`config.mk`:
```
export PLATFORM = sky130hd
export DESIGN_NAME = reload_capture_timer16
export DESIGN_NICKNAME = d
export VERILOG_FILES = /design/src/core/reload_capture_timer16_pkg.sv /design/src/core/reload_capture_timer16.sv /design/src/core/timer16_core.sv
export VERILOG_INCLUDE_DIRS = /design/src /design/src/core
export SDC_FILE = /design/constraint.sdc
export NUM_CORES = 1
export LEC_CHECK = 0
export ABC_AREA = 0
export BUFFER_PORTS_ARGS = -buffer_cell sky130_fd_sc_hd__buf_2
export CORE_ASPECT_RATIO = 1.1
export CORE_UTILIZATION = 45
export CTS_CLUSTER_DIAMETER = 40
export DETAILED_ROUTE_END_ITERATION = 8
export PLACE_DENSITY = 0.75
export SLEW_MARGIN = 0
export SYNTH_ARGS = -nofsm -noshare
export SYNTH_HDL_FRONTEND = slang
export SYNTH_SLANG_ARGS = --single-unit
```
`constraint.sdc`:
```
create_clock -name clk_i -period 2.8 [get_ports clk_i]
set_input_delay 0.14 -clock clk_i [delete_from_list [all_inputs] [get_ports clk_i]]
set_output_delay 0.14 -clock clk_i [all_outputs]
set_load 0.02 [all_outputs]
```
`src/core/reload_capture_timer16_regs.svh`:
```
// register offsets, field positions, reset values and timing counts of the reload/capture timer
`ifndef RELOAD_CAPTURE_TIMER16_REGS_SVH
`define RELOAD_CAPTURE_TIMER16_REGS_SVH

// word offsets on the wishbone bus, the map select bit selects the instance
`define TMR_OFF_CTRL      8'h00
`define TMR_OFF_MODE      8'h04
`define TMR_OFF_RELOAD    8'h08
`define TMR_OFF_COUNT     8'h0C
`define TMR_OFF_STATUS    8'h10
`define TMR_OFF_MASK      8'h14
`define TMR_OFF_MAPSEL    8'h18

// control register fields
`define TMR_CTRL_RUN      0
`define TMR_CTRL_COUNTER  1
`define TMR_CTRL_CAPTURE  2
`define TMR_CTRL_TRIGEN   3
// mode register fields
`define TMR_MODE_UPDOWN   0
`define TMR_MODE_EDGE     1
// status / mask fields
`define TMR_ST_RELOAD     0
`define TMR_ST_CAPTURE    1

// reset values
`define TMR_CTRL_RST      4'h0
`define TMR_MODE_RST      2'h0
`define TMR_VAL_RST       16'h0000
`define TMR_STAT_RST      2'h0

// count limits
`define TMR_TOP           16'hFFFF
`define TMR_BOTTOM        16'h0000

// timing: timer tick each twelve peripheral clocks, pins sampled as often, an edge needs two samples
`define TMR_TICK_DIV      4'd12
`define TMR_PIN_DIV       4'd12

`endif

```
`src/core/reload_capture_timer16_pkg.sv`:
```
// types shared by the reload/capture timer files
package reload_capture_timer16_pkg;

   // one wishbone classic request
   typedef struct packed {
      logic        cyc;
      logic        stb;
      logic        we;
      logic [7:0]  adr;
      logic [3:0]  sel;
      logic [31:0] dat;
   } wb_req_t;

   // the slave answer
   typedef struct packed {
      logic        ack;
      logic [31:0] dat;
   } wb_rsp_t;

   // the two external pins of one instance
   typedef struct packed {
      logic count_input;
      logic ext_trigger_input;
   } timer_pins_t;

   // event pulses from one timer core
   typedef struct packed {
      logic reload;
      logic capture;
   } timer_evt_t;

   // bus slave states
   typedef enum logic [1:0] {
      BUS_IDLE = 2'b01,
      BUS_ACK  = 2'b10
   } bus_state_t;

endpackage

```
`src/core/reload_capture_timer16.sv`:
```
// two identical reload/capture timers behind one wishbone slave, bank chosen by a map bit
`timescale 1ns/1ps
`include "reload_capture_timer16_regs.svh"
module reload_capture_timer16
   import reload_capture_timer16_pkg::*;
(
   input  wire logic                                  clk_i,
   input  wire logic                                  rst_i,
   input  wire logic                                  ce_i,
   input  wire reload_capture_timer16_pkg::wb_req_t   wb_req_i,
   output reload_capture_timer16_pkg::wb_rsp_t        wb_rsp_o,
   input  wire reload_capture_timer16_pkg::timer_pins_t pins0_i,
   input  wire reload_capture_timer16_pkg::timer_pins_t pins1_i,
   output logic                                       irq_o
);
   import reload_capture_timer16_pkg::*;

   bus_state_t  bus_q;                     // slave state
   logic        sfr_map_select_q;          // bank select bit
   logic [3:0]  ctrl_q [2];                // per-instance control
   logic [1:0]  mode_q [2];                // per-instance mode
   logic [1:0]  stat_q [2];                // sticky pending flags
   logic [1:0]  mask_q [2];                // interrupt enables
   logic [15:0] count_w [2];               // live counts
   logic [15:0] reload_w [2];              // live reload/capture values
   timer_evt_t  evt_w [2];                 // event pulses
   timer_pins_t pins_w [2];                // pin bundles
   logic        wr_stb;                    // write accepted this cycle
   logic [31:0] rdata;                     // read mux
   logic [1:0]  wlo;                       // byte lanes 0/1 flags

   // offset match, used by the write paths only; the read mux decodes with a case
   function automatic logic hit(input logic [7:0] a, input logic [7:0] off);
      hit = (a == off);
   endfunction

   assign pins_w[0] = pins0_i;
   assign pins_w[1] = pins1_i;
   // a write lands at the edge where the master samples ack, while its request still stands
   assign wr_stb = (bus_q == BUS_ACK) && wb_req_i.cyc && wb_req_i.stb && wb_req_i.we;
   assign wlo = wb_req_i.sel[1:0];

   // wishbone slave: ack one cycle after request, dropped next cycle
   always_ff @(posedge clk_i) begin
      if (rst_i) begin
         bus_q        <= BUS_IDLE;
         wb_rsp_o.ack <= 1'b0;
         wb_rsp_o.dat <= 32'h0000_0000;
      end else begin
         case (bus_q)
            BUS_IDLE: begin
               if (wb_req_i.cyc && wb_req_i.stb) begin
                  bus_q        <= BUS_ACK;
                  wb_rsp_o.ack <= 1'b1;
                  wb_rsp_o.dat <= wb_req_i.we ? 32'h0000_0000 : rdata;
               end
            end
            BUS_ACK: begin
               bus_q        <= BUS_IDLE;
               wb_rsp_o.ack <= 1'b0;
            end
            default: begin
               bus_q        <= BUS_IDLE;
               wb_rsp_o.ack <= 1'b0;
            end
         endcase
      end
   end

   // map select, shared by both banks so it lives outside them
   always_ff @(posedge clk_i) begin
      if (rst_i) begin
         sfr_map_select_q <= 1'b0;
      end else if (wr_stb && wlo[0] && hit(wb_req_i.adr, `TMR_OFF_MAPSEL)) begin
         sfr_map_select_q <= wb_req_i.dat[0];
      end
   end

   // per-instance registers and cores
   for (genvar i = 0; i < 2; i++) begin : g_inst
      logic sel_me;                        // this bank is addressed
      logic [1:0] w1c;                     // write-one-to-clear bits
      assign sel_me = wr_stb && (sfr_map_select_q == 1'(i));
      assign w1c = (sel_me && wlo[0] && hit(wb_req_i.adr, `TMR_OFF_STATUS)) ? wb_req_i.dat[1:0] : 2'b00;

      // control, mode and mask
      always_ff @(posedge clk_i) begin
         if (rst_i) begin
            ctrl_q[i] <= `TMR_CTRL_RST;
            mode_q[i] <= `TMR_MODE_RST;
            mask_q[i] <= `TMR_STAT_RST;
         end else if (sel_me && wlo[0]) begin
            if (hit(wb_req_i.adr, `TMR_OFF_CTRL)) begin
               ctrl_q[i] <= wb_req_i.dat[3:0];
            end
            if (hit(wb_req_i.adr, `TMR_OFF_MODE)) begin
               mode_q[i] <= wb_req_i.dat[1:0];
            end
            if (hit(wb_req_i.adr, `TMR_OFF_MASK)) begin
               mask_q[i] <= wb_req_i.dat[1:0];
            end
         end
      end

      // sticky flags; a new event beats a clear in the same cycle
      always_ff @(posedge clk_i) begin
         if (rst_i) begin
            stat_q[i] <= `TMR_STAT_RST;
         end else begin
            stat_q[i] <= (stat_q[i] & ~w1c) | {evt_w[i].capture, evt_w[i].reload};
         end
      end

      timer16_core u_core (
         .clk_i       (clk_i),
         .rst_i       (rst_i),
         .ce_i        (ce_i),
         .pins_i      (pins_w[i]),
         .ctrl_i      (ctrl_q[i]),
         .mode_i      (mode_q[i]),
         .rv_we_i     (sel_me && (wlo != 2'b00) && hit(wb_req_i.adr, `TMR_OFF_RELOAD)),
         .rv_wdata_i  ({wlo[1] ? wb_req_i.dat[15:8] : reload_w[i][15:8],
                        wlo[0] ? wb_req_i.dat[7:0]  : reload_w[i][7:0]}),
         .cnt_we_i    (sel_me && (wlo != 2'b00) && hit(wb_req_i.adr, `TMR_OFF_COUNT)),
         .cnt_wdata_i ({wlo[1] ? wb_req_i.dat[15:8] : count_w[i][15:8],
                        wlo[0] ? wb_req_i.dat[7:0]  : count_w[i][7:0]}),
         .count_o     (count_w[i]),
         .reload_o    (reload_w[i]),
         .evt_o       (evt_w[i])
      );
   end

   // read mux for the selected bank; unmapped offsets read zero
   always_comb begin
      logic b;
      b = sfr_map_select_q;
      rdata = 32'h0000_0000;
      case (wb_req_i.adr)
         `TMR_OFF_CTRL:   rdata[3:0]  = ctrl_q[b];
         `TMR_OFF_MODE:   rdata[1:0]  = mode_q[b];
         `TMR_OFF_RELOAD: rdata[15:0] = reload_w[b];
         `TMR_OFF_COUNT:  rdata[15:0] = count_w[b];
         `TMR_OFF_STATUS: rdata[1:0]  = stat_q[b];
         `TMR_OFF_MASK:   rdata[1:0]  = mask_q[b];
         `TMR_OFF_MAPSEL: rdata[0]    = sfr_map_select_q;
         default:         rdata       = 32'h0000_0000;
      endcase
   end

   // level interrupt, registered
   always_ff @(posedge clk_i) begin
      if (rst_i) begin
         irq_o <= 1'b0;
      end else begin
         irq_o <= |(stat_q[0] & mask_q[0]) || |(stat_q[1] & mask_q[1]);
      end
   end
endmodule

```
`src/core/timer16_core.sv`:
```
// one 16-bit reload/capture counter core with pin sampling
`timescale 1ns/1ps
`include "reload_capture_timer16_regs.svh"
module timer16_core
   import reload_capture_timer16_pkg::*;
(
   input  wire logic                               clk_i,
   input  wire logic                               rst_i,
   input  wire logic                               ce_i,
   input  wire reload_capture_timer16_pkg::timer_pins_t pins_i,
   input  wire logic [3:0]                         ctrl_i,
   input  wire logic [1:0]                         mode_i,
   input  wire logic                               rv_we_i,
   input  wire logic [15:0]                        rv_wdata_i,
   input  wire logic                               cnt_we_i,
   input  wire logic [15:0]                        cnt_wdata_i,
   output logic [15:0]                             count_o,
   output logic [15:0]                             reload_o,
   output reload_capture_timer16_pkg::timer_evt_t  evt_o
);
   logic [3:0]  pre_q;        // twelve-cycle prescale for timer ticks
   logic [3:0]  smp_q;        // sampler divider for the pins
   logic        cnt_s_q;      // last sampled count pin
   logic        trg_s_q;      // last sampled trigger pin
   logic        trg_p_q;      // previous sampled trigger
   logic        fall_q;       // count pin fall seen
   logic        trg_edge;     // selected trigger edge
   logic        tick;         // one count step
   logic        up;           // direction this step
   logic        smp_stb;      // pin sample strobe
   logic        ovf;          // counting up from top
   logic        unf;          // counting down from reload value

   // tick divider, twelve clocks per timer step
   always_ff @(posedge clk_i) begin
      if (rst_i) begin
         pre_q <= 4'h0;
      end else if (ce_i) begin
         if (pre_q == `TMR_TICK_DIV - 4'd1) begin
            pre_q <= 4'h0;
         end else begin
            pre_q <= pre_q + 4'd1;
         end
      end
   end

   // pins sampled once per twelve clocks, an edge needs two samples: 24 clocks
   always_ff @(posedge clk_i) begin
      if (rst_i) begin
         smp_q <= 4'h0;
      end else if (ce_i) begin
         if (smp_q == `TMR_PIN_DIV - 4'd1) begin
            smp_q <= 4'h0;
         end else begin
            smp_q <= smp_q + 4'd1;
         end
      end
   end
   assign smp_stb = ce_i && (smp_q == `TMR_PIN_DIV - 4'd1);

   // pin samplers and edge memory
   always_ff @(posedge clk_i) begin
      if (rst_i) begin
         cnt_s_q <= 1'b1;
         trg_s_q <= 1'b1;
         trg_p_q <= 1'b1;
         fall_q  <= 1'b0;
      end else if (smp_stb) begin
         cnt_s_q <= pins_i.count_input;
         fall_q  <= cnt_s_q && !pins_i.count_input;
         trg_s_q <= pins_i.ext_trigger_input;
         trg_p_q <= trg_s_q;
      end else if (ce_i) begin
         fall_q <= 1'b0;
      end
   end

   // edge select: 0 falling, 1 rising
   assign trg_edge = smp_stb && (mode_i[`TMR_MODE_EDGE] ? (trg_s_q && !trg_p_q) : (!trg_s_q && trg_p_q));
   assign tick = ce_i && ctrl_i[`TMR_CTRL_RUN] &&
                 (ctrl_i[`TMR_CTRL_COUNTER] ? fall_q : (pre_q == `TMR_TICK_DIV - 4'd1));
   // direction by trigger level only in up/down reload mode
   assign up  = ctrl_i[`TMR_CTRL_CAPTURE] || !mode_i[`TMR_MODE_UPDOWN] || trg_s_q;
   assign ovf = up && (count_o == `TMR_TOP);
   assign unf = !up && (count_o == reload_o);

   // counter
   always_ff @(posedge clk_i) begin
      if (rst_i) begin
         count_o <= `TMR_VAL_RST;
      end else if (cnt_we_i) begin
         count_o <= cnt_wdata_i;
      end else if (ce_i) begin
         if (ctrl_i[`TMR_CTRL_CAPTURE]) begin
            if (tick) begin
               count_o <= ovf ? `TMR_BOTTOM : count_o + 16'h0001;
            end
         end else if (mode_i[`TMR_MODE_UPDOWN]) begin
            if (tick) begin
               if (ovf) begin
                  count_o <= reload_o;
               end else if (unf) begin
                  count_o <= `TMR_TOP;
               end else begin
                  count_o <= up ? count_o + 16'h0001 : count_o - 16'h0001;
               end
            end
         end else if ((tick && ovf) || (ctrl_i[`TMR_CTRL_TRIGEN] && trg_edge)) begin
            count_o <= reload_o;
         end else if (tick) begin
            count_o <= count_o + 16'h0001;
         end
      end
   end

   // reload/capture value, captured in capture mode
   always_ff @(posedge clk_i) begin
      if (rst_i) begin
         reload_o <= `TMR_VAL_RST;
      end else if (ce_i && ctrl_i[`TMR_CTRL_CAPTURE] && ctrl_i[`TMR_CTRL_TRIGEN] && trg_edge) begin
         reload_o <= count_o;
      end else if (rv_we_i) begin
         reload_o <= rv_wdata_i;
      end
   end

   // event pulses; none in up/down mode
   always_ff @(posedge clk_i) begin
      if (rst_i) begin
         evt_o <= '0;
      end else if (ce_i) begin
         evt_o.capture <= ctrl_i[`TMR_CTRL_CAPTURE] && ctrl_i[`TMR_CTRL_TRIGEN] && trg_edge;
         evt_o.reload  <= !(!ctrl_i[`TMR_CTRL_CAPTURE] && mode_i[`TMR_MODE_UPDOWN]) &&
                          ((tick && ovf) || (!ctrl_i[`TMR_CTRL_CAPTURE] && ctrl_i[`TMR_CTRL_TRIGEN] && trg_edge));
      end else begin
         evt_o <= '0;
      end
   end
endmodule

```
==> After elaboration in Yosys (flattened, before gate mapping) <==
Memories as Yosys holds them, arrays and structs flattened. A register that Yosys moved wholly into a read port is not among the register bits.
Cells that the tools add are included.
{ "word_totals": {"reg_bits": 129, "inputBits": 54, "out_inout_bits": 34, "ramBits": 20, "word_cells": 288, "mem_count": 4} }
{ "op_classes": {"n_eq_ne": 24, "reduce_logical": 108, "n_addsub": 8, "n_lt_le_gt_ge": 1, "n_mux": 94, "n_bitwise": 20} }
{ "memory_table": {"columns": ["memory", "depth", "word_bits", "read_ports", "rd_clocked_by_memory_dff", "write_ports", "line_no", "source"], "rows": [
  ["ctrl_q", 2, 4, 3, 1, 2, "reload_capture_timer16.sv:20", "logic [3:0] ctrl_q [2];"],
  ["mask_q", 2, 2, 3, 1, 2, "reload_capture_timer16.sv:23", "logic [1:0] mask_q [2];"],
  ["mode_q", 2, 2, 3, 1, 2, "reload_capture_timer16.sv:21", "logic [1:0] mode_q [2];"],
  ["stat_q", 2, 2, 3, 1, 2, "reload_capture_timer16.sv:22", "logic [1:0] stat_q [2];"]
]} }
{ "ops": {"columns": ["op", "count"], "rows": [
  ["$mux 16", 35],
  ["$logic_and 1x1->1", 58],
  ["$mux 1", 39],
  ["$add 16x1->16 const B", 2],
  ["$eq 16x16->1", 2],
  ["$eq 16x16->1 const B", 2],
  ["$sub 16x1->16 const B", 2],
  ["$eq 8x5->1 const B", 3],
  ["$mux 4", 6],
  ["$pmux 12 s2", 1],
  ["$reduce_bool 2->1", 11],
  ["$reduce_and 5->1", 4],
  ["$add 4x1->4 const B", 4],
  ["$eq 4x4->1 const B", 4],
  ["$eq 8x4->1 const B", 2],
  ["$mux 2", 8],
  ["$mux 8", 2],
  ["$logic_not 1->1", 14],
  ["$ne 3x3->1 const B", 4],
  ["$reduce_and 2->1", 5],
  ["$logic_or 1x1->1", 9],
  ["$and 2x2->2", 4],
  ["$eq 8x3->1 const B", 1],
  ["$logic_not 8->1", 1],
  ["14 further kinds", 32]
]} }

==> Logic depth before layout (Yosys ltp) <==
An unclocked memory read counts as a cell.
{ "logic_depth": {"ltp_word": 13, "depth_mapped": 11} }

==> Hierarchy <==
Synthesis repeated with hierarchy kept, for this count alone.
{ "hier_totals": {"hier_cells": 1290, "area_unflattened_um2": 10328.7} }
{ "by_module_without_submodules": {"columns": ["module", "cells_each", "area_each_um2", "instances", "seq_area_each_um2"], "rows": [
  ["timer16_core", 451, 3575.9, 2, 920.9],
  ["reload_capture_timer16", 388, 3176.8, 1, 980.9]
]} }

==> Least setup slack after synthesis <==
OpenSTA, ideal clock, no wires.
{ "synth_timing": {"kind": "flip-flop to flip-flop", "start": "register g_inst[1].u_core.count_o[0]", "end": "register g_inst[1].u_core.count_o[11]", "stages_incl_launch_ff": 9, "arrival_time_ns": 2.350, "setup_time_ns": 0.122, "path_buffers": 0, "slack_ns": 0.328, "path_cell_list": "dfxtp_1 ha_1 nand4_1 nor4_4 nand2b_1 a21boi_2 nor3_1 o31a_1 a311o_1"} }
{ "synth_via": {"elab_chain_len": 9, "word_cells_on_any_way": 22} }
{ "synth_lines": {"columns": ["item", "line_no", "source"], "rows": [
  ["start: declaration", "timer16_core.sv:17", "output logic [15:0] count_o,"],
  ["start signal: assignment", "timer16_core.sv:90", "count_o <= `TMR_VAL_RST;"],
  ["start signal: assignment", "timer16_core.sv:92", "count_o <= cnt_wdata_i;"],
  ["start signal: assignment", "timer16_core.sv:96", "count_o <= ovf ? `TMR_BOTTOM : count_o + 16'h0001;"],
  ["$sub 16x1->16, or another cell as far along", "timer16_core.sv:105", "count_o <= up ? count_o + 16'h0001 : count_o - 16'h0001;"],
  ["$mux 16, or another cell as far along", "timer16_core.sv:105", null],
  ["$mux 16 or $logic_and 1x1->1 (tied branches)", "timer16_core.sv:102, timer16_core.sv:108", null],
  ["$mux 16 or $logic_or 1x1->1 (tied branches)", "timer16_core.sv:100, timer16_core.sv:108", null],
  ["$mux 16 (on tied branches)", "timer16_core.sv:99, timer16_core.sv:108", null],
  ["$mux 16", "timer16_core.sv:98", "end else if (mode_i[`TMR_MODE_UPDOWN]) begin"],
  ["$mux 16", "timer16_core.sv:94", "if (ctrl_i[`TMR_CTRL_CAPTURE]) begin"],
  ["$mux 16", "timer16_core.sv:93", "end else if (ce_i) begin"],
  ["$mux 16", "timer16_core.sv:91", "end else if (cnt_we_i) begin"]
]} }
Parallel ways exist; a longest one is shown, timed or not. The select of a mux whose other input is x is not followed.
A chain may end at the register's enable or synchronous reset.

==> Worst setup path after layout <==
{ "layout_timing": {"start": "register g_inst[1].u_core.count_o[10]", "end": "register g_inst[1].u_core.count_o[2]"} }
{ "layout_via": {"elab_chain_len": 9, "word_cells_on_any_way": 18} }
{ "layout_lines": {"columns": ["item", "line_no"], "rows": [
  ["$eq 16x16->1 (on tied branches)", null],
  ["$logic_and 1x1->1 (on tied branches)", "timer16_core.sv:85, timer16_core.sv:84"],
  ["$mux 16 or $logic_and 1x1->1 (tied branches)", "timer16_core.sv:102, timer16_core.sv:108"],
  ["$mux 16 or $logic_or 1x1->1 (tied branches)", "timer16_core.sv:100, timer16_core.sv:108"],
  ["$mux 16 (on tied branches)", "timer16_core.sv:99, timer16_core.sv:108"],
  ["$mux 16", "timer16_core.sv:98"],
  ["$mux 16", "timer16_core.sv:94"],
  ["$mux 16", "timer16_core.sv:93"],
  ["$mux 16", "timer16_core.sv:91"]
]} }
Parallel ways exist; a longest one is shown, timed or not. The select of a mux whose other input is x is not followed.

==> results_dict.tcl <==
set metrics [dict create \
    status "finished, final reports clean" \
    met3_length_um 3748 \
    slew_headroom 0.4207 \
    stdcell_area_um2 11380 \
    synthFlopType "dfxtp_1" \
    start_util 0.4576 \
    grt_pass1_vias 9761 \
    finalHoldViolCount 0 \
    clock_path_buffers 2 \
    start_kind "flop" \
    dr_total_vias 10610 \
    syn_inst 1267 \
    maxSlewViolCount 0 \
    routed_wl_um 35330 \
    r2r_slack_ns 0.11 \
    h-tree-depth 4 \
    die_h_um 156.1 \
    fin_crit_sh 0.9623 \
    dr.pass1.iters 5 \
    clock-sinks 133 \
    yosys_warnings 0 \
    dr.first_iter.drc_count 1305 \
    final_common_cell "nor2_1" \
    worstPathRequired_ns 3.13 \
    hold_class "in2reg" \
    place_area_um2 10710 \
    drc 0 \
    maxCapViolations 0 \
    async_reset_ff_frac 0 \
    fp-row-count 56 \
    worstPathMaxFanout 18 \
    yosysUniqueCellTypes 79 \
    design.core.area_um2 21230 \
    instances_no_fill 1645 \
    post-cts-setup-buffers 0 \
    highest_layer "met4" \
    antenna_found_initial 0 \
    insertion_delay_ns 0.43 \
    power.density_nw_per_um2 391.2 \
    ys_seq_area_frac 0.2906 \
    tightest_slew_ns 0.8679 \
    dp_cells 1608 \
    io_buffers 53 \
    clk_pin_slew_ns 0.06 \
    ys_ff_latch 133 \
    syn_area_um2 9714 \
    io_pins 88 \
    grt_pass1_wl_um 54250 \
    drive_above_1_share 0.1697 \
    multi_input_area_um2 6285 \
    syn_avg_cell_area_um2 7.667 \
    gp_congestion 1.006 \
    diodes 0 \
    p_leak_nw 4.260 \
    clock.fmax_mhz 371.1 \
    worst_setup_path_end_kind "flop" \
    ir_drop_mv 0.4072 \
    fin_crit_ns 2.695 \
    hpwlAfterDp_um 25490 \
    regArea_um2 2824 \
    fp.dieArea_um2 22180 \
    crit_arrival_ns 3.02 \
    die_x_um 142.1 \
    wl_met2_um 15730 \
    wl_met1_um 13810 \
    layout_common_cells "141 x nor2_1, 116 x dfxtp_1, 109 x buf_4, 107 x nand2_1, 74 x nand3_1" \
    rsz0062_at_grt "true" \
    grt_use_total 0.3198 \
    wire_per_inst_um 21.48 \
    skew_ns 0.01254 \
    nNetsFinal 1404 \
    synth_edf_count 16 \
    viasPerCell 6.449 \
    grt_overflow 0 \
    grt_max_degree 110 \
    cts_tree "done" \
    path_class "reg2reg" \
    antenna_left 0 \
    syn_to_final_growth_pct 17.20 \
    clock-root-buffer "clkbuf_16" \
    cts_buffers 17 \
    fillers 2045 \
    setup_viol 0 \
]
[path summary, 6_finish.rpt]
kind	startpoint	to	cells past startpoint
worst min-delay path	wb_req_i[13]	g_inst[0].u_core.reload_o[13]	3
worst max register to register	g_inst[1].u_core.count_o[10]	g_inst[1].u_core.count_o[2]	8
worst max-delay path	g_inst[1].u_core.count_o[10]	g_inst[1].u_core.count_o[2]	8
worst min register to register	g_inst[0].u_core.evt_o[0]	stat_q[0][1]	2
[layer usage]
layer	GRT usage	vias up
met3	0.06845	164
met4	0.1910	0
met5	0	-
met1	0.4059	4992
met2	0.4963	694
li1	-	4759
[sequential cells by signal, indices dropped and copies added, names as in the netlist, named ones only]
| name | count |
|---|---|
| bus_q | 1 |
| ctrl_q | 8 |
| g_inst.u_core.cnt_s_q | 2 |
| g_inst.u_core.count_o | 32 |
| g_inst.u_core.evt_o | 4 |
| g_inst.u_core.fall_q | 2 |
| g_inst.u_core.pre_q | 8 |
| g_inst.u_core.reload_o | 32 |
| g_inst.u_core.smp_q | 8 |
| g_inst.u_core.trg_p_q | 2 |
| g_inst.u_core.trg_s_q | 2 |
| irq_o | 1 |
| mask_q | 4 |
| mode_q | 4 |
| sfr_map_select_q | 1 |
| stat_q | 4 |
| wb_rsp_o | 17 |
[synth_stat cells, types with 4 or more instances]
cell       count  area share
o41ai_1        4      0.0036
nand3_1       74       0.038
or2_2          5      0.0032
nor2b_1        4      0.0026
a21oi_1       58       0.030
a221oi_1       5      0.0045
a31oi_1       17       0.011
nand2b_1       9      0.0058
buf_4         18       0.014
ha_1           8       0.010
a22oi_1       18       0.014
edfxtp_1      16       0.049
mux2i_1       56       0.058
a211oi_1      22       0.017
nor4_1        18       0.012
a2111oi_0      8      0.0072
o21ai_1        6      0.0031
inv_1         35       0.014
nor3b_1        6      0.0046
o211ai_1      13       0.010
nor3_1        39       0.020
nand2_1      107       0.041
a311oi_1      31       0.028
buf_1         14      0.0054
xor2_1        33       0.030
o211a_1        4      0.0041
o31ai_1        5      0.0039
or3_1         13      0.0084
o221ai_1       4      0.0036
clkbuf_1      75       0.029
nand4b_1       4      0.0036
and4_1         6      0.0054
o22ai_1       19       0.012
o21ai_0       60       0.031
and2_1        15      0.0097
a21o_1         5      0.0039
and3_1        15      0.0097
buf_2         22       0.011
a32oi_1        5      0.0045
xnor2_1       57       0.051
dfxtp_1      117        0.24
nand4_1       16       0.010
nor2_1       141       0.054
[final cells by class]
type                            instances  area share
Clock inverter                         13     0.01055
Sequential cell                       133      0.2480
Clock buffer                           19     0.03978
Tap cell                              290     0.03187
Inverter                               35     0.01154
Multi-Input combinational cell        985      0.5520
Timing Repair Buffer                  170      0.1062
[logic make-up after synthesis]
group                      count (synthesis)  share of synthesized area
buffers and inverters                    164                    0.07316
and+or+nand+nor                          492                     0.2526
other                                      1                  0.0003860
xor gates and xnor gates                  90                    0.08114
muxes                                     61                    0.06582
AOI/OAI and AO/OA                        318                     0.2260
adders and majority gates                  8                    0.01030
DFF                                      133                     0.2906
[timing repair]
item                                    4_1_cts  5_1_grt
gates resized for setup                       0        8
hold endpoints to repair                      5        0
hold buffers                                  5        0
endpoints found under the setup margin        0       13
[stage by stage]
stage          setup TNS, ns    util  hold WS [ns]  power (W)  setup slack (ns)
2_1_floorplan              0       -        0.2684   0.002172            0.3279
5_1_grt            -0.003494  0.5362       0.03285   0.004566         -0.003494
4_1_cts                    0  0.5340      0.009651   0.004443           0.03801
3_3_place_gp               0  0.5047        0.3773   0.002265            0.1411
3_5_place_dp               0  0.5047        0.3832   0.002272           0.02490
6_report                   0  0.5362       0.02404   0.004454            0.1054
[where the power goes]
group          leakage (nW)  total, W  switching, W  internal (W)
registers              1.11   0.00197     0.0000191       0.00195
logic                  2.88  0.000281      0.000200     0.0000805
clock network         0.274   0.00221      0.000927       0.00128
total                  4.26   0.00445       0.00115       0.00331
[critical path: stages, from the launching register on]
cell,delay [ns]
dfxtp_1,0.50
xor2_1,0.13
nor4_2,0.39
nand2_1,0.11
or4_1,0.58
buf_12,0.19
a311oi_1,0.30
nor4_1,0.10
nor4_1,0.29
(Power assumes the default switching activity.)
